==> src/verilog/usc_params.svh <==
`ifndef USC_PARAMS_SVH
`define USC_PARAMS_SVH
// register offsets
`define USC_OFF_STAT  8'h00
`define USC_OFF_CTLA  8'h04
`define USC_OFF_CTLB  8'h08
`define USC_OFF_BAUD  8'h0C
`define USC_OFF_DATA  8'h10
// uart_status bits
`define USC_S_TXE     7
`define USC_S_TXC     6
`define USC_S_RXF     5
`define USC_S_RXI     4
`define USC_S_OVR     3
`define USC_S_NF      2
`define USC_S_FE      1
`define USC_S_PE      0
// uart_control_a bits
`define USC_A_ON      7
`define USC_A_NINE    6
`define USC_A_PAR     5
`define USC_A_ODD     4
`define USC_A_STOP2   3
`define USC_A_BRK     2
`define USC_A_TX9     0
// uart_control_b bits
`define USC_B_TXON    7
`define USC_B_RXON    6
`define USC_B_HS      5
`define USC_B_ADDR    4
`define USC_B_WAKE    3
`define USC_B_RIE     2
`define USC_B_TX_IDLE_IRQ_EN    1
`define USC_B_TX_EMPTY_IRQ_EN    0
// reset values and masks
`define USC_CTLA_RST  8'h00
`define USC_CTLB_RST  8'h00
`define USC_BAUD_RST  8'h00
`define USC_STAT_OFF  8'hD0
`define USC_A_WMASK   8'hFD
`define USC_A_OFFCLR  8'hFB
`define USC_B_OFFCLR  8'h3F
// timing
`define USC_LS_PRE    2'h3
`define USC_PH_LAST   4'hF
`define USC_PH_S0     4'h7
`define USC_PH_S1     4'h8
`define USC_PH_VOTE   4'h9
`define USC_BRK_BITS  4'hD
`endif

==> src/verilog/usc_pkg.sv <==
package usc_pkg;
  typedef enum logic [2:0] {
    TX_IDLE  = 3'h1,
    TX_SHIFT = 3'h2,
    TX_BRK   = 3'h4
  } usc_tx_e;
  typedef enum logic [3:0] {
    RX_IDLE  = 4'h1,
    RX_START = 4'h2,
    RX_DATA  = 4'h4,
    RX_STOP  = 4'h8
  } usc_rx_e;
  typedef struct packed {
    logic [8:0] data;
    logic       fe;
    logic       pe;
    logic       nf;
  } usc_word_s;
endpackage

==> src/verilog/usc_uart.sv <==
`timescale 1ns/1ps
`include "usc_params.svh"
// How it works
// - tx complete sets when tx empty and nothing sent; armed write clears.
// - word moving to receive register sets rx full and may raise irq.
// - noise, framing, parity flags set in same cycle as rx full.
// - rx full clears on armed data read when no more data buffered.
// - rx idle low from start detection to the mid-bit stop vote, high otherwise.
// - overrun sets on buffer overflow, blocks loads; armed access clears.
// - framing flag sets on bad stop bit; armed access clears.
// - noise flag sets with rx full, never for lost words.
// - parity error flag only while parity enabled; armed access clears.
// - nine bit mode sends and receives a ninth data bit.
// - break holds line low at least 13 bits and until cleared.
// - two stop bits when selected, else one.
// - parity generated and checked only when on; odd or even.
// - uart off releases both pins; on gives pins per direction enables.
// - uart off aborts, empties buffer, resets counter and flags.
// - tx empty rising raises irq when its enable is set.
// - tx complete rising raises irq when its enable is set.
// - overrun or rx full rising raises irq when enabled.
// - falling receive edge in power down wakes when enabled.
// - address detect keeps only words whose last data bit is one.
// - clearing a direction enable aborts and resets that side.
// - free 8-bit divider, bit rate clock over 64 or 16 times N+1.
// - tx empty sets on shifter load or tx enable; armed write clears.
// - frames are start, data lsb first, parity, stop bits.
// - transmit pin idles high while owned and not sending.
// - two word receive fifo ahead of the receive data register.
module usc_uart
#(
  parameter int RX_DEPTH = 2
)
(
  input  wire logic        pclk,
  input  wire logic        presetn,
  input  wire logic        psel,
  input  wire logic        penable,
  input  wire logic        pwrite,
  input  wire logic [7:0]  paddr,
  input  wire logic [31:0] pwdata,
  output logic      [31:0] prdata,
  output logic             pready,
  output logic             pslverr,
  input  wire logic        rx_in,
  input  wire logic        power_down,
  output logic             tx_out,
  output logic             tx_oe,
  output logic             rx_sel,
  output logic             irq,
  output logic             wake
);
  localparam int PW = $clog2(RX_DEPTH);

  logic [31:0]          prdata_r;
  logic                 pready_r;
  logic                 pslverr_r;
  logic [7:0]           ctla_r;
  logic [7:0]           ctlb_r;
  logic [7:0]           baud_r;
  logic [7:0]           stat_r;
  logic [7:0]           arm_r;
  logic [7:0]           prev_r;
  logic [7:0]           bcnt_r;
  logic [1:0]           pre_r;
  usc_pkg::usc_tx_e     tx_st_r;
  logic [11:0]          tx_sh_r;
  logic [3:0]           tx_cnt_r;
  logic [3:0]           tx_ph_r;
  logic [7:0]           hold_r;
  logic                 hold_full_r;
  logic                 tx_out_r;
  logic                 tx_oe_r;
  logic                 rx_sel_r;
  logic                 irq_r;
  logic                 wake_r;
  logic                 rxq_r;
  usc_pkg::usc_rx_e     rx_st_r;
  logic [3:0]           rx_ph_r;
  logic [3:0]           rx_cnt_r;
  logic [9:0]           rx_sh_r;
  logic [1:0]           smp_r;
  logic                 rx_nf_r;
  usc_pkg::usc_word_s   fifo_m [RX_DEPTH];
  logic [PW-1:0]        wp_r;
  logic [PW-1:0]        rp_r;
  logic [PW:0]          fcnt_r;
  usc_pkg::usc_word_s   rxr_r;
  logic                 rxr_has_r;

  // ----------------------------------------
  // bus decode
  // ----------------------------------------
  wire setup  = psel & ~penable;
  wire acc    = psel & penable & pready_r;
  wire wr     = acc & pwrite;
  wire rd     = acc & ~pwrite;
  wire hit_st = paddr == `USC_OFF_STAT;
  wire hit_a  = paddr == `USC_OFF_CTLA;
  wire hit_b  = paddr == `USC_OFF_CTLB;
  wire hit_bd = paddr == `USC_OFF_BAUD;
  wire hit_d  = paddr == `USC_OFF_DATA;
  wire hit    = hit_st | hit_a | hit_b | hit_bd | hit_d;
  wire dwr    = wr & hit_d;
  wire drd    = rd & hit_d;
  wire dacc   = acc & hit_d;

  wire uon   = ctla_r[`USC_A_ON];
  wire nine  = ctla_r[`USC_A_NINE];
  wire par   = ctla_r[`USC_A_PAR];
  wire odd   = ctla_r[`USC_A_ODD];
  wire ton   = ctlb_r[`USC_B_TXON] & uon;
  wire ron   = ctlb_r[`USC_B_RXON] & uon;

  wire [7:0] ctla_rd = {ctla_r[7:2], rxr_r.data[8], ctla_r[0]};
  wire [7:0] rd_mux  = hit_st ? stat_r :
                       hit_a  ? ctla_rd :
                       hit_b  ? ctlb_r :
                       hit_bd ? baud_r :
                       hit_d  ? rxr_r.data[7:0] : 8'h00;

  // off clears break and both direction enables
  wire [7:0] ctla_w   = (wr & hit_a) ? (pwdata[7:0] & `USC_A_WMASK)
                                     : ctla_r;
  wire [7:0] ctlb_w   = (wr & hit_b) ? pwdata[7:0] : ctlb_r;
  wire       on_nxt   = ctla_w[`USC_A_ON];
  wire [7:0] ctla_nxt = on_nxt ? ctla_w : (ctla_w & `USC_A_OFFCLR);
  wire [7:0] ctlb_nxt = on_nxt ? ctlb_w : (ctlb_w & `USC_B_OFFCLR);
  wire       ton_rise = ctlb_nxt[`USC_B_TXON] & ~ctlb_r[`USC_B_TXON];

  // ----------------------------------------
  // bus registers
  // ----------------------------------------
  always_ff @(posedge pclk or negedge presetn)
  begin
    if (!presetn)
    begin
      pready_r  <= 1'b0;
      pslverr_r <= 1'b0;
      prdata_r  <= 32'h0000_0000;
      ctla_r    <= `USC_CTLA_RST;
      ctlb_r    <= `USC_CTLB_RST;
      baud_r    <= `USC_BAUD_RST;
    end
    else
    begin
      pready_r  <= setup;
      pslverr_r <= setup & ~hit;
      prdata_r  <= setup ? {24'h00_0000, rd_mux} : prdata_r;
      ctla_r    <= ctla_nxt;
      ctlb_r    <= ctlb_nxt;
      baud_r    <= (wr & hit_bd) ? pwdata[7:0] : baud_r;
    end
  end

  // ----------------------------------------
  // baud generator
  // ----------------------------------------
  wire btick = uon & (bcnt_r == baud_r);
  wire stick = btick & (ctlb_r[`USC_B_HS] | (pre_r == `USC_LS_PRE));

  always_ff @(posedge pclk or negedge presetn)
  begin
    if (!presetn)
    begin
      bcnt_r <= 8'h00;
      pre_r  <= 2'h0;
    end
    else
    begin
      bcnt_r <= (!uon || btick) ? 8'h00 : bcnt_r + 8'h01;
      pre_r  <= !uon ? 2'h0 : (btick ? pre_r + 2'h1 : pre_r);
    end
  end

  // ----------------------------------------
  // transmitter
  // ----------------------------------------
  wire        tx_bend = stick & (tx_ph_r == `USC_PH_LAST);
  wire [8:0]  txd  = nine ? {ctla_r[`USC_A_TX9], hold_r}
                          : {1'b0, hold_r};
  wire        tpb  = ~par | (^txd ^ odd);
  // start, data lsb first, parity, stop bits
  wire [11:0] tfrm = nine ? {1'b1, tpb, txd, 1'b0}
                          : {2'h3, tpb, txd[7:0], 1'b0};
  wire [3:0]  tlen = 4'hA + {3'h0, nine} + {3'h0, par}
                   + {3'h0, ctla_r[`USC_A_STOP2]};
  wire        tx_idle = tx_st_r == usc_pkg::TX_IDLE;
  wire        tload   = tx_idle & hold_full_r & ton;
  wire        tbrk    = tx_idle & ~hold_full_r & ton
                      & ctla_r[`USC_A_BRK];

  always_ff @(posedge pclk or negedge presetn)
  begin
    if (!presetn)
    begin
      tx_st_r     <= usc_pkg::TX_IDLE;
      tx_sh_r     <= 12'hFFF;
      tx_cnt_r    <= 4'h0;
      tx_ph_r     <= 4'h0;
      hold_r      <= 8'h00;
      hold_full_r <= 1'b0;
    end
    else if (!ton)
    begin
      tx_st_r     <= usc_pkg::TX_IDLE;
      tx_ph_r     <= 4'h0;
      hold_full_r <= 1'b0;
    end
    else
    begin
      tx_ph_r <= tx_idle ? 4'h0 : (stick ? tx_ph_r + 4'h1 : tx_ph_r);
      if (tload)
        hold_full_r <= 1'b0;
      if (dwr)
      begin
        hold_r      <= pwdata[7:0];
        hold_full_r <= 1'b1;
      end
      case (tx_st_r)
        usc_pkg::TX_IDLE:
        begin
          if (tload)
          begin
            tx_sh_r  <= tfrm;
            tx_cnt_r <= tlen;
            tx_st_r  <= usc_pkg::TX_SHIFT;
          end
          else if (tbrk)
          begin
            tx_cnt_r <= `USC_BRK_BITS;
            tx_st_r  <= usc_pkg::TX_BRK;
          end
        end
        usc_pkg::TX_SHIFT:
        begin
          if (tx_bend)
          begin
            tx_sh_r  <= {1'b1, tx_sh_r[11:1]};
            tx_cnt_r <= tx_cnt_r - 4'h1;
            if (tx_cnt_r == 4'h1)
              tx_st_r <= usc_pkg::TX_IDLE;
          end
        end
        usc_pkg::TX_BRK:
        begin
          if (tx_bend && tx_cnt_r != 4'h0)
            tx_cnt_r <= tx_cnt_r - 4'h1;
          if (tx_cnt_r == 4'h0 && !ctla_r[`USC_A_BRK])
            tx_st_r <= usc_pkg::TX_IDLE;
        end
        default:
          tx_st_r <= usc_pkg::TX_IDLE;
      endcase
    end
  end

  // ----------------------------------------
  // receiver
  // ----------------------------------------
  wire maj   = (smp_r[0] & smp_r[1]) | (smp_r[0] & rx_in)
             | (smp_r[1] & rx_in);
  wire noisy = ~((smp_r[0] == smp_r[1]) && (smp_r[1] == rx_in));
  wire at_vote = stick & (rx_ph_r == `USC_PH_VOTE);
  wire rbend   = stick & (rx_ph_r == `USC_PH_LAST);
  wire [3:0] rlen = 4'h8 + {3'h0, nine} + {3'h0, par};
  wire [9:0] ral  = rx_sh_r >> (4'hA - rlen);
  wire [8:0] rdat = nine ? ral[8:0] : {1'b0, ral[7:0]};
  wire       rpb  = nine ? ral[9] : ral[8];
  usc_pkg::usc_word_s rw;
  assign rw = {rdat, ~maj, par & (^rdat ^ rpb ^ odd),
               rx_nf_r | noisy};
  wire addr_bit = nine ? rdat[8] : rdat[7];
  wire rdone = ron & at_vote & (rx_st_r == usc_pkg::RX_STOP);
  wire keep  = ~ctlb_r[`USC_B_ADDR] | addr_bit;
  wire full  = fcnt_r == (PW+1)'(RX_DEPTH);
  wire push  = rdone & keep & ~full;
  wire ovf   = rdone & keep & full;
  usc_pkg::usc_word_s hd;
  assign hd = fifo_m[rp_r];
  wire mv = ron & ~rxr_has_r & (fcnt_r != '0) & ~stat_r[`USC_S_OVR];

  always_ff @(posedge pclk or negedge presetn)
  begin
    if (!presetn)
    begin
      rx_st_r  <= usc_pkg::RX_IDLE;
      rx_ph_r  <= 4'h0;
      rx_cnt_r <= 4'h0;
      rx_sh_r  <= 10'h000;
      smp_r    <= 2'h3;
      rx_nf_r  <= 1'b0;
    end
    else if (!ron)
    begin
      rx_st_r <= usc_pkg::RX_IDLE;
      rx_ph_r <= 4'h0;
      rx_nf_r <= 1'b0;
    end
    else
    begin
      if (stick && rx_ph_r == `USC_PH_S0)
        smp_r[0] <= rx_in;
      if (stick && rx_ph_r == `USC_PH_S1)
        smp_r[1] <= rx_in;
      rx_ph_r <= (rx_st_r == usc_pkg::RX_IDLE) ? 4'h0
               : (stick ? rx_ph_r + 4'h1 : rx_ph_r);
      case (rx_st_r)
        usc_pkg::RX_IDLE:
        begin
          if (stick && !rx_in)
            rx_st_r <= usc_pkg::RX_START;
        end
        usc_pkg::RX_START:
        begin
          if (at_vote)
            rx_nf_r <= noisy;
          if (at_vote && maj)
            rx_st_r <= usc_pkg::RX_IDLE;
          else if (rbend)
          begin
            rx_cnt_r <= rlen;
            rx_st_r  <= usc_pkg::RX_DATA;
          end
        end
        usc_pkg::RX_DATA:
        begin
          if (at_vote)
          begin
            rx_sh_r  <= {maj, rx_sh_r[9:1]};
            rx_cnt_r <= rx_cnt_r - 4'h1;
            rx_nf_r  <= rx_nf_r | noisy;
          end
          if (rbend && rx_cnt_r == 4'h0)
            rx_st_r <= usc_pkg::RX_STOP;
        end
        usc_pkg::RX_STOP:
        begin
          if (at_vote)
            rx_st_r <= usc_pkg::RX_IDLE;
        end
        default:
          rx_st_r <= usc_pkg::RX_IDLE;
      endcase
    end
  end

  // ----------------------------------------
  // receive fifo and data register
  // ----------------------------------------
  always_ff @(posedge pclk)
  begin
    if (push)
      fifo_m[wp_r] <= rw;
  end

  always_ff @(posedge pclk or negedge presetn)
  begin
    if (!presetn)
    begin
      wp_r      <= '0;
      rp_r      <= '0;
      fcnt_r    <= '0;
      rxr_r     <= '0;
      rxr_has_r <= 1'b0;
    end
    else if (!ron)
    begin
      wp_r      <= '0;
      rp_r      <= '0;
      fcnt_r    <= '0;
      rxr_has_r <= 1'b0;
    end
    else
    begin
      if (push)
        wp_r <= wp_r + PW'(1);
      if (mv)
      begin
        rxr_r     <= hd;
        rp_r      <= rp_r + PW'(1);
        rxr_has_r <= 1'b1;
      end
      else if (drd)
        rxr_has_r <= 1'b0;
      fcnt_r <= fcnt_r + (PW+1)'(push) - (PW+1)'(mv);
    end
  end

  // ----------------------------------------
  // status flags
  // ----------------------------------------
  wire txc_cond = stat_r[`USC_S_TXE] & ~hold_full_r & tx_idle
                & ~ctla_r[`USC_A_BRK] & ~dwr;
  wire [7:0] st_set = {tload | ton_rise,
                       txc_cond,
                       mv,
                       1'b0,
                       ovf,
                       mv & hd.nf,
                       mv & hd.fe,
                       mv & hd.pe};
  wire [7:0] st_clr = arm_r & {dwr, dwr,
                               drd & (fcnt_r == '0),
                               1'b0, {4{dacc}}};
  wire [7:0] st_keep = st_set | (stat_r & ~st_clr);
  wire [7:0] stat_nxt = !uon ? `USC_STAT_OFF
                      : {st_keep[7:5],
                         rx_st_r == usc_pkg::RX_IDLE,
                         st_keep[3:0]};
  wire [7:0] irq_msk = {ctlb_r[`USC_B_TX_EMPTY_IRQ_EN], ctlb_r[`USC_B_TX_IDLE_IRQ_EN],
                        ctlb_r[`USC_B_RIE], 1'b0,
                        ctlb_r[`USC_B_RIE], 3'h0};

  always_ff @(posedge pclk or negedge presetn)
  begin
    if (!presetn)
    begin
      stat_r <= `USC_STAT_OFF;
      arm_r  <= 8'h00;
      prev_r <= `USC_STAT_OFF;
      irq_r  <= 1'b0;
    end
    else
    begin
      stat_r <= stat_nxt;
      if (!uon || dacc)
        arm_r <= 8'h00;
      else if (rd && hit_st)
        arm_r <= prdata_r[7:0];
      prev_r <= stat_r;
      irq_r  <= uon & (|(stat_r & ~prev_r & irq_msk));
    end
  end

  // ----------------------------------------
  // pins and wake
  // ----------------------------------------
  always_ff @(posedge pclk or negedge presetn)
  begin
    if (!presetn)
    begin
      tx_out_r <= 1'b1;
      tx_oe_r  <= 1'b0;
      rx_sel_r <= 1'b0;
      rxq_r    <= 1'b1;
      wake_r   <= 1'b0;
    end
    else
    begin
      tx_out_r <= (tx_st_r == usc_pkg::TX_SHIFT) ? tx_sh_r[0]
                : (tx_st_r != usc_pkg::TX_BRK);
      tx_oe_r  <= ton;
      rx_sel_r <= ron;
      rxq_r    <= rx_in;
      wake_r   <= power_down & ctlb_r[`USC_B_WAKE]
                & rxq_r & ~rx_in;
    end
  end

  assign prdata  = prdata_r;
  assign pready  = pready_r;
  assign pslverr = pslverr_r;
  assign tx_out  = tx_out_r;
  assign tx_oe   = tx_oe_r;
  assign rx_sel  = rx_sel_r;
  assign irq     = irq_r;
  assign wake    = wake_r;
endmodule

==> config.mk <==
export PLATFORM = sky130hd
export DESIGN_NAME = usc_uart
export DESIGN_NICKNAME = d
export VERILOG_FILES = /design/src/verilog/usc_pkg.sv /design/src/verilog/usc_uart.sv
export VERILOG_INCLUDE_DIRS = /design/src /design/src/verilog
export SDC_FILE = /design/constraint.sdc
export NUM_CORES = 1
export LEC_CHECK = 0
export ABC_CLOCK_PERIOD_IN_PS = 2900
export BUFFER_PORTS_ARGS = -buffer_cell sky130_fd_sc_hd__buf_2
export CAP_MARGIN = 10
export CORE_UTILIZATION = 54
export DETAILED_ROUTE_END_ITERATION = 10
export PLACE_DENSITY = 0.77
export SYNTH_ARGS = -nofsm -noshare
export SYNTH_HDL_FRONTEND = slang
export SYNTH_SLANG_ARGS = --single-unit
==> constraint.sdc <==
create_clock -name pclk -period 2.9 [get_ports pclk]
set_input_delay 0.29 -clock pclk [delete_from_list [all_inputs] [get_ports pclk]]
set_output_delay 0.29 -clock pclk [all_outputs]
set_load 0.01 [all_outputs]
# ---- Word-level counts from Yosys, hierarchy flattened
# Memory sizes are Yosys's and may differ from the RTL's.
# Cells that the tools add are included.
dict set report word_totals {
  regBits 145
  mem_count 1
  out_inout_bits 39
  wordCells 298
  ramBits 24
  in_bits 47
}
dict set report op_classes {
  n_reduce_logical 38
  add_sub_neg 16
  n_eq_ne 50
  n_shift 1
  n_mux 70
  bitwise 85
}
# memory words word_bits rd rd_clocked_by_memory_dff write_ports line
set mem_list {}
lappend mem_list {fifo_m 2 12 1 0 1 usc_uart.sv:84} ;# usc_pkg::usc_word_s fifo_m [RX_DEPTH];
# operator count
set op_table {}
lappend op_table {{$mux 8} 13}
lappend op_table {{$mux 4} 19}
lappend op_table {{$and 1x1->1} 49}
lappend op_table {{$and 8x8->8} 4}
lappend op_table {{$mux 12} 2}
lappend op_table {{$ne 3x3->1 const B} 8}
lappend op_table {{$pmux 12 s2} 1}
lappend op_table {{$eq 4x4->1 const B} 5}
lappend op_table {{$mux 1} 18}
lappend op_table {{$mux 3} 6}
lappend op_table {{$mux 9} 2}
lappend op_table {{$reduce_xor 9->1} 2}
lappend op_table {{$eq 8x4->1 const B} 2}
lappend op_table {{$not 8->8} 2}
lappend op_table {{$pmux 4 s4} 1}
lappend op_table {{$not 1->1} 15}
lappend op_table {{$add 4x1->4} 3}
lappend op_table {{$ne 2x1->1 const B} 6}
lappend op_table {{$ne 3x1->1 const B} 4}
lappend op_table {{$pmux 4 s3} 1}
lappend op_table {{$reduce_and 4->1} 3}
lappend op_table {{$mux 11} 1}
lappend op_table {{$or 1x1->1} 11}
lappend op_table {{$ne 2x2->1 const B} 5}
lappend op_table {{43 further kinds} 77}

# ---- Depth between registers and ports, before layout
# Gate-level depths: netlist of run 1.
dict set report logic_depth {
  ltp_word 12
  depth_mapped 14
  depth_no_buf 12
}

# ---- Least setup slack after synthesis of run 1
# Ideal clock, no wire load.
dict set report synth_timing {
  path_kind {register to register}
  from {reg ctla_r[6]}
  to {reg fcnt_r[1]}
  setup_ns 0.125
  stages_incl_launch_ff 15
  required_time_ns 2.775
  arrival_ns 2.804
  period_less_slack_ns 2.929
  path_slack_ns -0.029
  path_buffers 2
  path_cell_list {dfrtp_1 -> inv_1 -> ha_1 -> buf_2 -> buf_2 -> nand3b_1 -> a211oi_1 -> a211o_1 -> nand4_1 -> ha_1 -> inv_1 -> ha_1 -> xor2_1 -> xnor2_1 -> nor2_1}
}
dict set report synth_between {
  elab_chain_cells 12
}
# element line
set synth_lines {}
lappend synth_lines {{start: declaration} usc_uart.sv:58} ;# logic [7:0] ctla_r;
lappend synth_lines {{start signal: assignment} usc_uart.sv:141} ;# ctla_r <= `USC_CTLA_RST;
lappend synth_lines {{start signal: assignment} usc_uart.sv:150} ;# ctla_r <= ctla_nxt;
lappend synth_lines {{$add 4x1->4 (2 in series)} usc_uart.sv:266} ;# wire [3:0] rlen = 4'h8 + {3'h0, nine} + {3'h0, par};
lappend synth_lines {{$sub 4x4->4} usc_uart.sv:267} ;# wire [9:0] ral = rx_sh_r >> (4'hA - rlen);
lappend synth_lines {{$shr 10x4->10} usc_uart.sv:267}
lappend synth_lines {{$mux 9 (*)} usc_uart.sv:268} ;# wire [8:0] rdat = nine ? ral[8:0] : {1'b0, ral[7:0]};
lappend synth_lines {{named net rdat[8]} usc_uart.sv:268}
lappend synth_lines {{$mux 1 (*)} usc_uart.sv:273} ;# wire addr_bit = nine ? rdat[8] : rdat[7];
lappend synth_lines {{$or 1x1->1 (*)} usc_uart.sv:275} ;# wire keep = ~ctlb_r[`USC_B_ADDR] | addr_bit;
lappend synth_lines {{$and 1x1->1 (*) (2 in series)} usc_uart.sv:277} ;# wire push = rdone & keep & ~full;
lappend synth_lines {{$add 2x1->2 (*)} usc_uart.sv:386} ;# fcnt_r <= fcnt_r + (PW+1)'(push) - (PW+1)'(mv);
lappend synth_lines {{$sub 2x1->2 (*)} usc_uart.sv:386}
lappend synth_lines {{$mux 2 (*)} usc_uart.sv:367} ;# else if (!ron)
lappend synth_lines {{end signal: assignment} usc_uart.sv:386}
lappend synth_lines {{end: declaration} usc_uart.sv:87} ;# logic [PW:0] fcnt_r;
# The timed path passes the listed nets; every way through them passes the cells marked *.
# A chain may end at the register's enable or synchronous reset.

# ---- Worst setup path in the final report of run 1
dict set report layout_timing {
  from {reg ctla_r[5]}
  to {reg fcnt_r[1]}
}
dict set report layout_between {
  elab_chain_cells 11
}
# element line
set layout_lines {}
lappend layout_lines {{$add 4x1->4} usc_uart.sv:266}
lappend layout_lines {{$sub 4x4->4} usc_uart.sv:267}
lappend layout_lines {{$shr 10x4->10} usc_uart.sv:267}
lappend layout_lines {{$mux 9} usc_uart.sv:268}
lappend layout_lines {{named net rdat[8]} usc_uart.sv:268}
lappend layout_lines {{$mux 1} usc_uart.sv:273}
lappend layout_lines {{$or 1x1->1} usc_uart.sv:275}
lappend layout_lines {{$and 1x1->1 (2 in series)} usc_uart.sv:277}
lappend layout_lines {{$add 2x1->2} usc_uart.sv:386}
lappend layout_lines {{$sub 2x1->2} usc_uart.sv:386}
lappend layout_lines {{$mux 2} usc_uart.sv:367}
# The timed path passes the listed nets, and every way through them passes these cells.

==> results.rst, run 1 <==
.. list-table::
   :header-rows: 1

   * - Metric
     - Value
   * - Setup repair after global routing missed its margin
     - no
   * - Final instance area
     - slightly above 9000 sq um
   * - Clk Latency, worst-skew pair
     - 430 ps
   * - Switching share of power
     - between 20% and 30%
   * - Routed via count
     - a little under 6000
   * - Routability congestion estimate from global placement
     - approximately 0.9
   * - Static power due to leakage
     - approximately 4.1 nW
   * - Violations in the final reports
     - DRC
   * - Avg Synthesized Cell Area
     - 11.14 sq um
   * - Sum of internal, switching and leakage power
     - 4.625 mW
   * - Cell taking the most area after synthesis
     - sky130_fd_sc_hd__dfrtp_1
   * - Count of pins over their slew limit
     - 0
   * - Startpoint of the lowest-slack hold path
     - rx_in
   * - Reg2reg setup slack
     - around 250 ps
   * - Combined area of all synthesized cells
     - 8218 sq um
   * - Fillers
     - between 1000 and 1500
   * - Most instantiated library cell after synthesis
     - sky130_fd_sc_hd__dfrtp_1
   * - FFs w/ async S/R, synth
     - between 80% and 90%
   * - Number of global-route vias before repair
     - about 5800
   * - Post-Route Skew
     - ~10 ps
   * - Maximum number of pins on one net before global-route repair
     - 92
   * - Time the final worst path needs with I/O delays and setup
     - 2647 ps
   * - Setup Crit Path Kind
     - register to register
   * - Total setup violations reported at the end of the flow
     - 0
   * - Final routed wirelength across all metal layers
     - 18310 um
   * - Path depth of the worst reg2reg path
     - 12
   * - FMAX
     - 377.8 MHz
   * - Sequential cell area fraction in the yosys report
     - between 50% and 60%
   * - Routed Antenna Nets
     - 0
   * - Number of enable flip-flop cells after synthesis
     - 24
   * - First-pass GRT wire length
     - between 30000 and 40000 um
   * - Count of standard-cell rows
     - 44
   * - Initial antenna violation count
     - 0
   * - Drt drc
     - 12
   * - Internal power contribution
     - between 3 and 4 mW
   * - Ports
     - 86
   * - Outcome
     - complete, but fails checks
   * - Share of total power in sequential cells
     - ~50%
   * - Terminating pin of the worst hold path
     - rxq_r
   * - Instance area at placement
     - 8625 sq um
   * - Kind of end point of the critical path
     - register
   * - Total Die Area
     - ~16000 sq um
   * - Yosys cell types
     - roughly 80
   * - Area delta synth->final
     - 12.36%
   * - Tightest slew margin relative to the limit
     - a little over two fifths
   * - Starting density of the core
     - a little under three fifths
   * - Clock share of power
     - 46.8%
   * - Clock tree from TritonCTS
     - built
   * - Gate count of the mapped netlist
     - roughly 740
   * - Root Driver
     - sky130_fd_sc_hd__clkbuf_16
   * - Count of input and output buffers
     - 37
   * - Max-cap viol count
     - 0
   * - Vias per cell
     - just under 6
   * - Critical R2R Launch
     - ctla_r[5]
   * - Transition at the pin with the smallest max-transition slack
     - 862.5 ps
   * - Clock edge transition at the registers on the reported setup and hold paths
     - about 60 ps
   * - Psw
     - ~1.0 mW
   * - Placeable core region
     - 14700 sq um
   * - Clock Tree Buf Depth
     - 2
   * - Die Span Y
     - roughly 130 um
   * - PD cells
     - 500.9 nW/um^2
   * - All-layer global routing usage
     - about a quarter
   * - Count of synthesis-stage warnings from yosys
     - 0
   * - Starting DRC count in detailed routing
     - 599
   * - Post-synthesis register bit count
     - roughly 160
   * - Final hold violation count
     - 0
   * - Depth of the CTS H-tree
     - 4
   * - WL/cell
     - between 15 and 20 um
   * - Setup total negative slack
     - 0 ps
   * - Total iterations of the first detailed-routing run
     - 8
   * - Top-area cell type share of the netlist area
     - 35.32%
   * - Worst endpoint required time
     - around 3200 ps
   * - Final net count
     - about 850
   * - Number of diodes
     - 0
   * - Maximum fanout count along the critical path
     - 6
   * - Share of cells above drive strength 1
     - 23.41%
   * - Largest vdd supply drop
     - 0.0004455 V
   * - Dominant synthesized flop cell
     - sky130_fd_sc_hd__dfrtp_1
   * - Worst hold stages
     - 1
   * - Arrival time worst endpoint
     - 2960 ps
   * - Endpoint of the lowest-slack register-to-register path
     - fcnt_r[1]
   * - TritonCTS Buffers
     - 17
   * - Die Width
     - 125.4 um
   * - Final period util
     - 91.26%
   * - Kind of start point of the critical path
     - register
   * - Clock Sink Count
     - roughly 160
   * - Worst min-delay path category
     - input pin to register
   * - Synth cell count leaders
     - 116 x sky130_fd_sc_hd__dfrtp_1, 64 x sky130_fd_sc_hd__nand2_1, 57 x sky130_fd_sc_hd__nor2_1, 53 x sky130_fd_sc_hd__mux2_2, 30 x sky130_fd_sc_hd__mux2i_1
   * - Overflow left after global routing
     - 0
   * - Cell types occupying the most area after synthesis
     - sky130_fd_sc_hd__dfrtp_1 35%, sky130_fd_sc_hd__edfxtp_1 8.8%, sky130_fd_sc_hd__mux2_2 7.3%
   * - Detail Placement HPWL
     - about 13000 um
   * - Relative contribution of combinational cells to total power
     - 3.1%
## area by class of cell
cell class                      instances  area (sq um)  share of cell area, %
Tap cell                              184         230.2                  2.493
Clock inverter                         14         140.1                  1.518
Multi-Input combinational cell        518          3710                  40.18
Timing Repair Buffer                   64         421.7                  4.566
Sequential cell                       162          4202                  45.50
Inverter                               27         101.3                  1.098
Clock buffer                           18         429.2                  4.648
## routing by layer
layer / global-route usage, % / part of all wire [%] / vias to the layer above / wire, um
li1: - / - / 2686 / -
met1: 31.87 / 43 / 2901 / 7870
met2: 41.08 / 49 / 201 / 9014
met3: 5.605 / 6.1 / 22 / 1121
met4: 8.034 / 1.7 / 0 / 308
met5: 0 / 0 / - / 0
## logic make-up (layout without fill, tap and decap cells)
| group | after synthesis | after routing | share of synthesized area [%] |
|---|---|---|---|
| XOR/XNOR | 39 | 39 | 4.659 |
| flip-flops | 162 | 162 | 51.13 |
| AND/OR/NAND/NOR | 229 | 229 | 14.53 |
| other | 1 | 24 | 0.04563 |
| AO/OA/AOI/OAI | 125 | 125 | 10.46 |
| adder cells (fa/ha/maj) | 17 | 17 | 2.680 |
| buffers and inverters | 81 | 123 | 5.314 |
| multiplexers | 84 | 84 | 11.19 |
## sequential cells by signal, indices dropped and copies added, names as in the netlist, 7 cells and up
name	flops
fifo_m	24
bcnt_r	8
rx_sh_r	10
ctla_r	7
stat_r	8
ctlb_r	8
hold_r	8
tx_sh_r	11
rxr_r	8
arm_r	7
baud_r	8
prdata	8
## worst max-delay path by stage
stage / start / to / slack, ps
2_1_floorplan: ctla_r[6] / fcnt_r[1] / 20
3_3_place_gp: ctla_r[5] / fcnt_r[1] / 310
3_5_place_dp: ctla_r[5] / fcnt_r[1] / 180
4_1_cts: ctla_r[5] / fcnt_r[1] / 130
5_1_grt: ctla_r[5] / fcnt_r[1] / 60
6_report: ctla_r[5] / fcnt_r[1] / 250
## power groups by stage
stage | combinational [mW] | sequential [mW] | clock, mW
floorplan | 0.0855 | 2.36 | 0
global placement | 0.137 | 2.36 | 0
detailed placement | 0.141 | 2.36 | 0
CTS | 0.143 | 2.32 | 2.19
global route | 0.160 | 2.31 | 2.30
finish | 0.143 | 2.32 | 2.17
## per-stage QoR
step	setup WS, ps	instances	utilization [%]	hold slack, ps
3_5_place_dp	181.1	954	58.67	387.2
4_1_cts	128.8	987	62.61	18.51
5_1_grt	62.98	987	62.82	24.51
2_1_floorplan	20.25	761	-	-5.591
3_3_place_gp	306.3	954	58.67	384.1
6_report	253.3	987	62.82	30.72
## repair_timing
item / 4_1_cts / 5_1_grt
buffers inserted: 0 / 0
hold buffers: 1 / 0
resized for setup: 0 / 4
hold endpoints to repair: 54 / 0
endpoints found under the setup margin: 0 / 3
## placed cells by master (no fill, tap or decap), types with 7 or more instances in the layout
cell / Yosys / final
sky130_fd_sc_hd__dfrtp_1: 116 / 116
sky130_fd_sc_hd__nand2_1: 64 / 64
sky130_fd_sc_hd__nor2_1: 57 / 57
sky130_fd_sc_hd__mux2_2: 53 / 53
sky130_fd_sc_hd__buf_2: 4 / 36
sky130_fd_sc_hd__mux2i_1: 30 / 30
sky130_fd_sc_hd__o21ai_0: 29 / 29
sky130_fd_sc_hd__inv_1: 27 / 27
sky130_fd_sc_hd__xnor2_1: 25 / 25
sky130_fd_sc_hd__a21oi_1: 24 / 24
sky130_fd_sc_hd__conb_1: 1 / 24
sky130_fd_sc_hd__edfxtp_1: 24 / 24
sky130_fd_sc_hd__buf_4: 28 / 24
sky130_fd_sc_hd__dfstp_2: 22 / 22
sky130_fd_sc_hd__nand3_1: 18 / 18
sky130_fd_sc_hd__clkbuf_16: 0 / 17
sky130_fd_sc_hd__nand2b_1: 15 / 15
sky130_fd_sc_hd__ha_1: 16 / 15
sky130_fd_sc_hd__a22o_1: 12 / 12
sky130_fd_sc_hd__xor2_1: 11 / 11
sky130_fd_sc_hd__nor2b_1: 11 / 11
sky130_fd_sc_hd__o22ai_1: 9 / 9
sky130_fd_sc_hd__nand4_1: 8 / 8
sky130_fd_sc_hd__o21bai_1: 7 / 7
sky130_fd_sc_hd__nor3_1: 7 / 7
## worst max-delay path, stage by stage, from the launching register on
cell                       delay (ps)
sky130_fd_sc_hd__dfrtp_1          380
sky130_fd_sc_hd__buf_4            170
sky130_fd_sc_hd__ha_1             220
sky130_fd_sc_hd__nand3b_1         220
sky130_fd_sc_hd__a211oi_2         340
sky130_fd_sc_hd__a211o_1          170
sky130_fd_sc_hd__nand4_1          120
sky130_fd_sc_hd__ha_1             310
sky130_fd_sc_hd__inv_1             70
sky130_fd_sc_hd__ha_1             170
sky130_fd_sc_hd__xor2_1           180
sky130_fd_sc_hd__xnor2_1          140
sky130_fd_sc_hd__nor2_1            50
No activity file was read; power rests on OpenSTA's default activity.
==> run 2: changes to the inputs <==
--- a/config.mk
+++ b/config.mk
@@ -9,9 +9,11 @@
 export ABC_CLOCK_PERIOD_IN_PS = 2900
 export BUFFER_PORTS_ARGS = -buffer_cell sky130_fd_sc_hd__buf_2
 export CAP_MARGIN = 10
-export CORE_UTILIZATION = 54
+export CELL_PAD_IN_SITES_DETAIL_PLACEMENT = 1
+export CELL_PAD_IN_SITES_GLOBAL_PLACEMENT = 2
+export CORE_UTILIZATION = 35
 export DETAILED_ROUTE_END_ITERATION = 10
-export PLACE_DENSITY = 0.77
+export PLACE_DENSITY_LB_ADDON = 0.1
 export SYNTH_ARGS = -nofsm -noshare
 export SYNTH_HDL_FRONTEND = slang
 export SYNTH_SLANG_ARGS = --single-unit
==> run 2 against run 1 <==
  * The flow now finishes without violations
  * Die area increased by 53%
  * Utilization shrank 22 points
  * Total power fell by 0.52%
  * Sequential power about the same
  * Cell area grew 2.1%
  * Clock-buffer cell count up 2
  * Critical endpoint unchanged
  * Largest power group unchanged
  * Highest routed layer unchanged
==> results.rst, run 2 (same netlist as run 1, synthesis figures left out) <==
.. list-table::
   :header-rows: 1

   * - Metric
     - Value
   * - Die Width
     - 155.2 um (+24%)
   * - Transition at the pin with the smallest max-transition slack
     - 756.6 ps (-105.9 ps)
   * - Maximum number of pins on one net before global-route repair
     - 53 (-42%)
   * - Tightest slew margin relative to the limit
     - 48.85% (+6.3 points)
   * - Reg2reg setup slack
     - 270 ps (+20 ps)
   * - Top library cells by usage in the layout, fill and taps aside
     - 116 x sky130_fd_sc_hd__dfrtp_1, 64 x sky130_fd_sc_hd__nand2_1, 57 x sky130_fd_sc_hd__nor2_1, 53 x sky130_fd_sc_hd__mux2_2, 36 x sky130_fd_sc_hd__buf_2
   * - Largest vdd supply drop
     - 0.0002767 V (-38%)
   * - Root Driver
     - sky130_fd_sc_hd__clkbuf_16
   * - Initial antenna violation count
     - 1 (+1)
   * - Worst hold stages
     - 1 (unchanged)
   * - Outcome
     - complete, no violations
   * - Post-Route Skew
     - 12.65 ps (+2.615 ps)
   * - Utilization of the core after routing
     - 41.25% (-22 points)
   * - Total iterations of the first detailed-routing run
     - 4 (-4)
   * - Detail Placement HPWL
     - 16040 um (+23%)
   * - Final routed wirelength across all metal layers
     - 21410 um (+17%)
   * - Endpoint of the lowest-slack register-to-register path
     - fcnt_r[1]
   * - All-layer global routing usage
     - 18.91% (-5.7 points)
   * - Startpoint of the lowest-slack hold path
     - rx_in
   * - Number of global-route vias before repair
     - 5985 (+3.2%)
   * - Total setup violations reported at the end of the flow
     - 0 (unchanged)
   * - Biggest regs
     - fifo_m x24, tx_sh_r x11, rx_sh_r x10
   * - Clk Latency, worst-skew pair
     - 430 ps (about the same)
   * - First-pass GRT wire length
     - 34550 um (+15%)
   * - Count of input and output buffers
     - 37 (unchanged)
   * - Critical R2R Launch
     - ctla_r[5]
   * - Clock Sink Count
     - 162 (unchanged)
   * - Setup Crit Path Kind
     - register to register
   * - Relative contribution of combinational cells to total power
     - 3.3% (+0.2 points)
   * - Clock tree from TritonCTS
     - built
   * - Launching instance or port of the critical path
     - ctla_r[5]
   * - Starting density of the core
     - 35.97% (-20 points)
   * - Max-cap viol count
     - 0 (unchanged)
   * - Internal power contribution
     - 3.516 mW (-2.7%)
   * - Clock edge transition at the registers on the reported setup and hold paths
     - 60 ps (about the same)
   * - Count of standard-cell rows
     - 55 (+25%)
   * - Most frequent standard cell in the layout excluding fill and tap cells
     - sky130_fd_sc_hd__dfrtp_1
   * - Maximum fanout count along the critical path
     - 10 (+4)
   * - Placeable core region
     - 22850 sq um (+55%)
   * - Kind of start point of the critical path
     - register
   * - Register with the most flip-flops
     - fifo_m
   * - Static power due to leakage
     - 4.084 nW (+0.55%)
   * - Routed Antenna Nets
     - 0 (unchanged)
   * - Ports
     - 86 (unchanged)
   * - Instance area at placement
     - 8803 sq um (+2.1%)
   * - Total Die Area
     - 24100 sq um (+53%)
   * - Non-filler cells in the finished layout
     - 1122 (+14%)
   * - Fillers
     - 2510 (+120%)
   * - Max FFs per register
     - 24 (unchanged)
   * - Final period util
     - 90.56% (-0.70 points)
   * - Switching share of power
     - 23.58% (+1.7 points)
   * - Routed via count
     - 5634 (-3.0%)
   * - Final instance area
     - 9425 sq um (+2.1%)
   * - Share of cells above drive strength 1
     - 24.85% (+1.4 points)
   * - Number of diodes
     - 0 (unchanged)
   * - Psw
     - 1.085 mW (+7.2%)
   * - Time the final worst path needs with I/O delays and setup
     - 2626 ps (-20.29 ps)
   * - Setup repair after global routing missed its margin
     - no
   * - Overflow left after global routing
     - 0 (unchanged)
   * - Kind of end point of the critical path
     - register
   * - PD cells
     - 488.1 nW/um^2 (-2.5%)
   * - Share of total power in sequential cells
     - 50.3% (+0.2 points)
   * - Routability congestion estimate from global placement
     - 0.7939 (-9.3%)
   * - Drt drc
     - 0 (-12)
   * - Path depth of the worst reg2reg path
     - 12 (unchanged)
   * - Starting DRC count in detailed routing
     - 272 (-55%)
   * - Clock Tree Buf Depth
     - 2 (unchanged)
   * - Worst min-delay path category
     - input pin to register
   * - Vias per cell
     - 5.021 (-15%)
   * - Post-Place Cells
     - 1087 (+14%)
   * - Worst endpoint required time
     - 3210 ps (about the same)
   * - Depth of the CTS H-tree
     - 4 (unchanged)
   * - WL/cell
     - 19.08 um (+2.8%)
   * - Final hold violation count
     - 0 (unchanged)
   * - Terminating pin of the worst hold path
     - rxq_r
   * - FMAX
     - 380.8 MHz (+0.77%)
   * - Count of pins over their slew limit
     - 0 (unchanged)
   * - Die Span Y
     - 155.2 um (+24%)
   * - Clock share of power
     - 46.4% (-0.4 points)
   * - Arrival time worst endpoint
     - 2930 ps (-30 ps)
   * - TritonCTS Buffers
     - 17 (unchanged)
   * - Area delta synth->final
     - 14.69%
   * - Final net count
     - 860 (+0.70%)
[run 2: changes by cell type in the layout (fill, tap and decap cells not counted), moves of 2 or more]
cell	delta
sky130_fd_sc_hd__a221oi_1	-2
sky130_fd_sc_hd__buf_4	+6
sky130_fd_sc_hd__bufinv_16	-2
sky130_fd_sc_hd__a221oi_2	+2
sky130_fd_sc_hd__inv_6	+3
sky130_fd_sc_hd__clkinv_1	-4
[run 2: layout make-up]
type / instances / area (sq um) / area share, %
sequential: 162 / 4202 / 44.58
clock inverter: 12 / 97.59 / 1.035
multi-input combinational: 518 / 3717 / 39.44
inverter: 27 / 101.3 / 1.075
clock buffer: 20 / 457.9 / 4.859
tap: 313 / 391.6 / 4.155
timing repair buffer: 70 / 457.9 / 4.859
[run 2: repair_timing]
| action | in CTS | in global routing |
|---|---|---|
| buffers inserted | 0 | 2 |
| pin swaps | 0 | 2 |
| endpoints found under the hold margin | 47 | 0 |
| hold buffers | 1 | 0 |
| endpoints found under the setup margin | 2 | 3 |
| gates resized for setup | 1 | 7 |
| cloned | 0 | 0 |
[run 2: power by group through the flow]
stage | Combinational (mW) | Clock [mW] | Sequential, mW
after global placement | 0.149 | 0 | 2.36
final | 0.152 | 2.13 | 2.31
after detailed placement | 0.153 | 0 | 2.36
after floorplan | 0.0855 | 0 | 2.36
after CTS | 0.155 | 2.20 | 2.31
after global routing | 0.171 | 2.29 | 2.31
[run 2: how the worst max path moves through the flow]
| stage | end | slack, ps | depth (start not counted) |
|---|---|---|---|
| finish | fcnt_r[1] | 270 | 12 |
| global route | fcnt_r[1] | 30 | 12 |
| CTS | fifo_m[0][1] | 50 | 8 |
| detailed placement | fifo_m[1][1] | -5 | 9 |
| global placement | fifo_m[1][1] | 180 | 9 |
| floorplan | fcnt_r[1] | 20 | 14 |
[run 2: metrics by stage]
stage          power (mW)  TNS [ps]  hold slack, ps  setup slack (ps)
4_1_cts             4.669         0           17.19             49.94
2_1_floorplan       2.443         0          -5.591             20.25
6_report            4.601         0           30.53             273.6
5_1_grt             4.776         0           20.54             33.13
3_5_place_dp        2.510    -9.354           291.5            -4.683
3_3_place_gp        2.506         0           284.7             180.0
[run 2: per-layer routing]
layer / part of all wire (%) / GRT usage (%) / vias to the layer above
li1: - / - / 2692
met4: 0.81 / 4.062 / 0
met5: 0 / 0 / -
met1: 48 / 26.16 / 2833
met3: 3.0 / 3.454 / 15
met2: 48 / 30.95 / 94
[run 2: worst max-delay path: stages (launching register included)]
cell                       delay [ps]
sky130_fd_sc_hd__dfrtp_1          380
sky130_fd_sc_hd__buf_4            170
sky130_fd_sc_hd__ha_2             260
sky130_fd_sc_hd__nand2b_1         180
sky130_fd_sc_hd__o32ai_2          270
sky130_fd_sc_hd__a211o_1          200
sky130_fd_sc_hd__nand4_1          130
sky130_fd_sc_hd__ha_1             330
sky130_fd_sc_hd__inv_1             40
sky130_fd_sc_hd__ha_1             180
sky130_fd_sc_hd__xor2_1           160
sky130_fd_sc_hd__xnor2_1          140
sky130_fd_sc_hd__nor2_1            60
==> run 3: changes to the inputs <==
--- a/config.mk
+++ b/config.mk
@@ -13,6 +13,7 @@
 export CELL_PAD_IN_SITES_GLOBAL_PLACEMENT = 2
 export CORE_UTILIZATION = 35
 export DETAILED_ROUTE_END_ITERATION = 10
+export GPL_TIMING_DRIVEN = 0
 export PLACE_DENSITY_LB_ADDON = 0.1
 export SYNTH_ARGS = -nofsm -noshare
 export SYNTH_HDL_FRONTEND = slang
==> run 3 against run 2 <==
  * Cell area grew 2.5%
  * Maximum frequency fell by 5.9%
  * Clock skew shrank 4.1 ps
  * Critical path depth did not move
  * Worst setup slack got worse by 160 ps
  * Routed wire length rose by 2.2%
  * First-iteration DRC count is 11% higher
  * Largest power group unchanged
==> results.rst, run 3 (same netlist as run 1, synthesis figures left out) <==
.. list-table::
   :header-rows: 1

   * - Metric
     - Value
   * - Worst endpoint required time
     - 3200 ps (about the same)
   * - Final routed wirelength across all metal layers
     - 21890 um (+2.2%)
   * - Slowest stage delay, CP
     - 450 ps (+70 ps)
   * - Max FFs per register
     - 24 (unchanged)
   * - Path depth of the worst reg2reg path
     - 12 (unchanged)
   * - Total Die Area
     - 24100 sq um (unchanged)
   * - Initial antenna violation count
     - 2 (+1)
   * - Register with the most flip-flops
     - fifo_m
   * - FMAX
     - 358.4 MHz (-5.9%)
   * - Reg2reg setup slack
     - 110 ps (-160 ps)
   * - PD cells
     - 487.0 nW/um^2 (-0.24%)
   * - Largest vdd supply drop
     - 0.0003104 V (+12%)
   * - Share of cells above drive strength 1
     - 26.16% (+1.3 points)
   * - Total iterations of the first detailed-routing run
     - 4 (unchanged)
   * - Maximum fanout count along the critical path
     - 10 (unchanged)
   * - Placeable core region
     - 22850 sq um (unchanged)
   * - Buffer and inverter count on the worst path
     - 2 (unchanged)
   * - Fillers
     - 2511 (+0.040%)
   * - Utilization of the core after routing
     - 42.29% (+1.0 points)
   * - All-layer global routing usage
     - 19.38% (+0.47 points)
   * - Final period util
     - 96.22% (+5.7 points)
   * - Count of pins over their slew limit
     - 0 (unchanged)
   * - Max-cap viol count
     - 0 (unchanged)
   * - Routed Antenna Nets
     - 0 (unchanged)
   * - CP cell instances
     - buf_4, ha_4, nand2b_1, o32ai_4, a211o_1, nand4_1, ha_1, inv_1, ha_1, xor2_1, xnor2_1, nor2_1
   * - Tightest slew margin relative to the limit
     - 28.22% (-21 points)
   * - Startpoint of the lowest-slack hold path
     - rx_in
   * - Die Span Y
     - 155.2 um (unchanged)
   * - Root Driver
     - sky130_fd_sc_hd__clkbuf_16
   * - TritonCTS Buffers
     - 17 (unchanged)
   * - Critical R2R Launch
     - ctla_r[5]
   * - Clock Tree Buf Depth
     - 2 (unchanged)
   * - Depth of the CTS H-tree
     - 4 (unchanged)
   * - Routed via count
     - 5848 (+3.8%)
   * - Terminating pin of the worst hold path
     - rxq_r
   * - Vias per cell
     - 5.085 (+1.3%)
   * - Outcome
     - complete, no violations
   * - Ports
     - 86 (unchanged)
   * - Overflow left after global routing
     - 0 (unchanged)
   * - Final hold violation count
     - 0 (unchanged)
   * - Clk Latency, worst-skew pair
     - 430 ps (about the same)
   * - Detail Placement HPWL
     - 16130 um (+0.52%)
   * - Worst min-delay path category
     - input pin to register
   * - Top library cells by usage in the layout, fill and taps aside
     - 114 x sky130_fd_sc_hd__dfrtp_1, 64 x sky130_fd_sc_hd__nand2_1, 55 x sky130_fd_sc_hd__nor2_1, 53 x sky130_fd_sc_hd__mux2_2, 40 x sky130_fd_sc_hd__buf_4
   * - Kind of start point of the critical path
     - register
   * - Number of diodes
     - 0 (unchanged)
   * - Starting density of the core
     - 35.97% (unchanged)
   * - Endpoint of the lowest-slack register-to-register path
     - fcnt_r[1]
   * - Final net count
     - 888 (+3.3%)
   * - Maximum number of pins on one net before global-route repair
     - 96 (+81%)
   * - Post-Route Skew
     - 8.556 ps (-4.097 ps)
   * - Static power due to leakage
     - 4.184 nW (+2.4%)
   * - Total setup violations reported at the end of the flow
     - 0 (unchanged)
   * - Die Width
     - 155.2 um (unchanged)
   * - Transition at the pin with the smallest max-transition slack
     - 1070 ps (+313.6 ps)
   * - Drt drc
     - 0 (unchanged)
   * - Starting DRC count in detailed routing
     - 302 (+11%)
   * - Worst hold stages
     - 1 (unchanged)
   * - Family of cells with the greatest summed delay on the critical path
     - adder cells
   * - Area delta synth->final
     - 17.59%
   * - Clock Sink Count
     - 162 (unchanged)
   * - First-pass GRT wire length
     - 35300 um (+2.2%)
   * - Instance area at placement
     - 8900 sq um (+1.1%)
   * - Setup Crit Path Kind
     - register to register
   * - Routability congestion estimate from global placement
     - 0.8144 (+2.6%)
   * - Number of global-route vias before repair
     - 6291 (+5.1%)
   * - Max stage delay cell, worst path
     - sky130_fd_sc_hd__dfrtp_2
   * - Kind of end point of the critical path
     - register
   * - Dominant cell type by count on the critical path
     - sky130_fd_sc_hd__ha_1
   * - Clock edge transition at the registers on the reported setup and hold paths
     - 70 ps (about the same)
   * - WL/cell
     - 19.03 um (-0.25%)
   * - Most frequent standard cell in the layout excluding fill and tap cells
     - sky130_fd_sc_hd__dfrtp_1
   * - Biggest regs
     - fifo_m x24, tx_sh_r x11, rx_sh_r x10
   * - Time the final worst path needs with I/O delays and setup
     - 2790 ps (+163.9 ps)
   * - Final instance area
     - 9663 sq um (+2.5%)
   * - Clock tree from TritonCTS
     - built
   * - Count of standard-cell rows
     - 55 (unchanged)
   * - Arrival time worst endpoint
     - 3090 ps (+160 ps)
   * - Count of input and output buffers
     - 33 (-11%)
==> run 3: how the worst max path moves through the flow <==
stage	startpoint	end	slack, ps	depth (start not counted)
floorplan	ctla_r[6]	fcnt_r[1]	20	14
global placement	ctla_r[6]	fifo_m[1][4]	-820	9
detailed placement	ctla_r[6]	fifo_m[0][4]	-920	9
CTS	ctla_r[5]	fifo_m[0][2]	-20	10
global route	ctla_r[5]	fcnt_r[1]	-40	12
finish	ctla_r[5]	fcnt_r[1]	110	12
==> run 3: routing by layer <==
layer | routed length, um | up-vias | track usage, % | part of all wire [%]
met3 | 495 | 19 | 3.008 | 2.3
met2 | 10710 | 78 | 32.54 | 49
met5 | 0 | - | 0 | 0
met4 | 403 | 0 | 6.583 | 1.8
met1 | 10290 | 2997 | 25.54 | 47
li1 | - | 2754 | - | -
==> run 3: through the flow <==
step / hold WS [ps] / worst slack [ps] / total power [mW] / setup TNS, ps / cells
after CTS: 5.514 / -24.18 / 4.774 / -558.0 / 1142
after global routing: 19.41 / -38.76 / 4.874 / -187.7 / 1150
final: 20.80 / 109.7 / 4.706 / 0 / 1150
after global placement: 391.7 / -824.5 / 2.523 / -73640 / 1107
after detailed placement: 241.2 / -918.7 / 2.533 / -24700 / 1108
after floorplan: -5.591 / 20.25 / 2.443 / 0 / 761
==> run 3: power by group <==
| part | total [mW] | switching (mW) | internal (mW) |
|---|---|---|---|
| clock | 2.21 | 1.06 | 1.15 |
| combinational | 0.178 | 0.115 | 0.0630 |
| sequential | 2.31 | 0.00389 | 2.31 |
| total | 4.71 | 1.18 | 3.52 |
==> run 3: worst register-to-register path, delay by kind of cell (launching register included) <==
kind	cells	cell delay, ps
AND/OR/NAND/NOR	3	430
flip-flops	1	450
XOR/XNOR	2	330
AO/OA/AOI/OAI	2	490
adder cells (fa/ha/maj)	3	700
buffers and inverters	2	260
==> run 3: repair_timing <==
| item | in CTS | in global routing |
|---|---|---|
| hold endpoints to repair | 43 | 0 |
| buffers inserted | 3 | 9 |
| hold buffers | 1 | 0 |
| endpoints found under the setup margin | 48 | 41 |
| pin swaps | 2 | 8 |
| gates resized for setup | 16 | 6 |
==> run 3: area by class of cell <==
type | count | area [sq um] | share of cell area [%]
sequential | 162 | 4204 | 43.51
multi-input combinational | 518 | 3752 | 38.83
clock buffer | 17 | 425.4 | 4.402
tap | 313 | 391.6 | 4.053
buffer | 51 | 334.1 | 3.457
timing repair buffer | 47 | 299.0 | 3.095
clock inverter | 15 | 155.1 | 1.606
inverter | 27 | 101.3 | 1.049
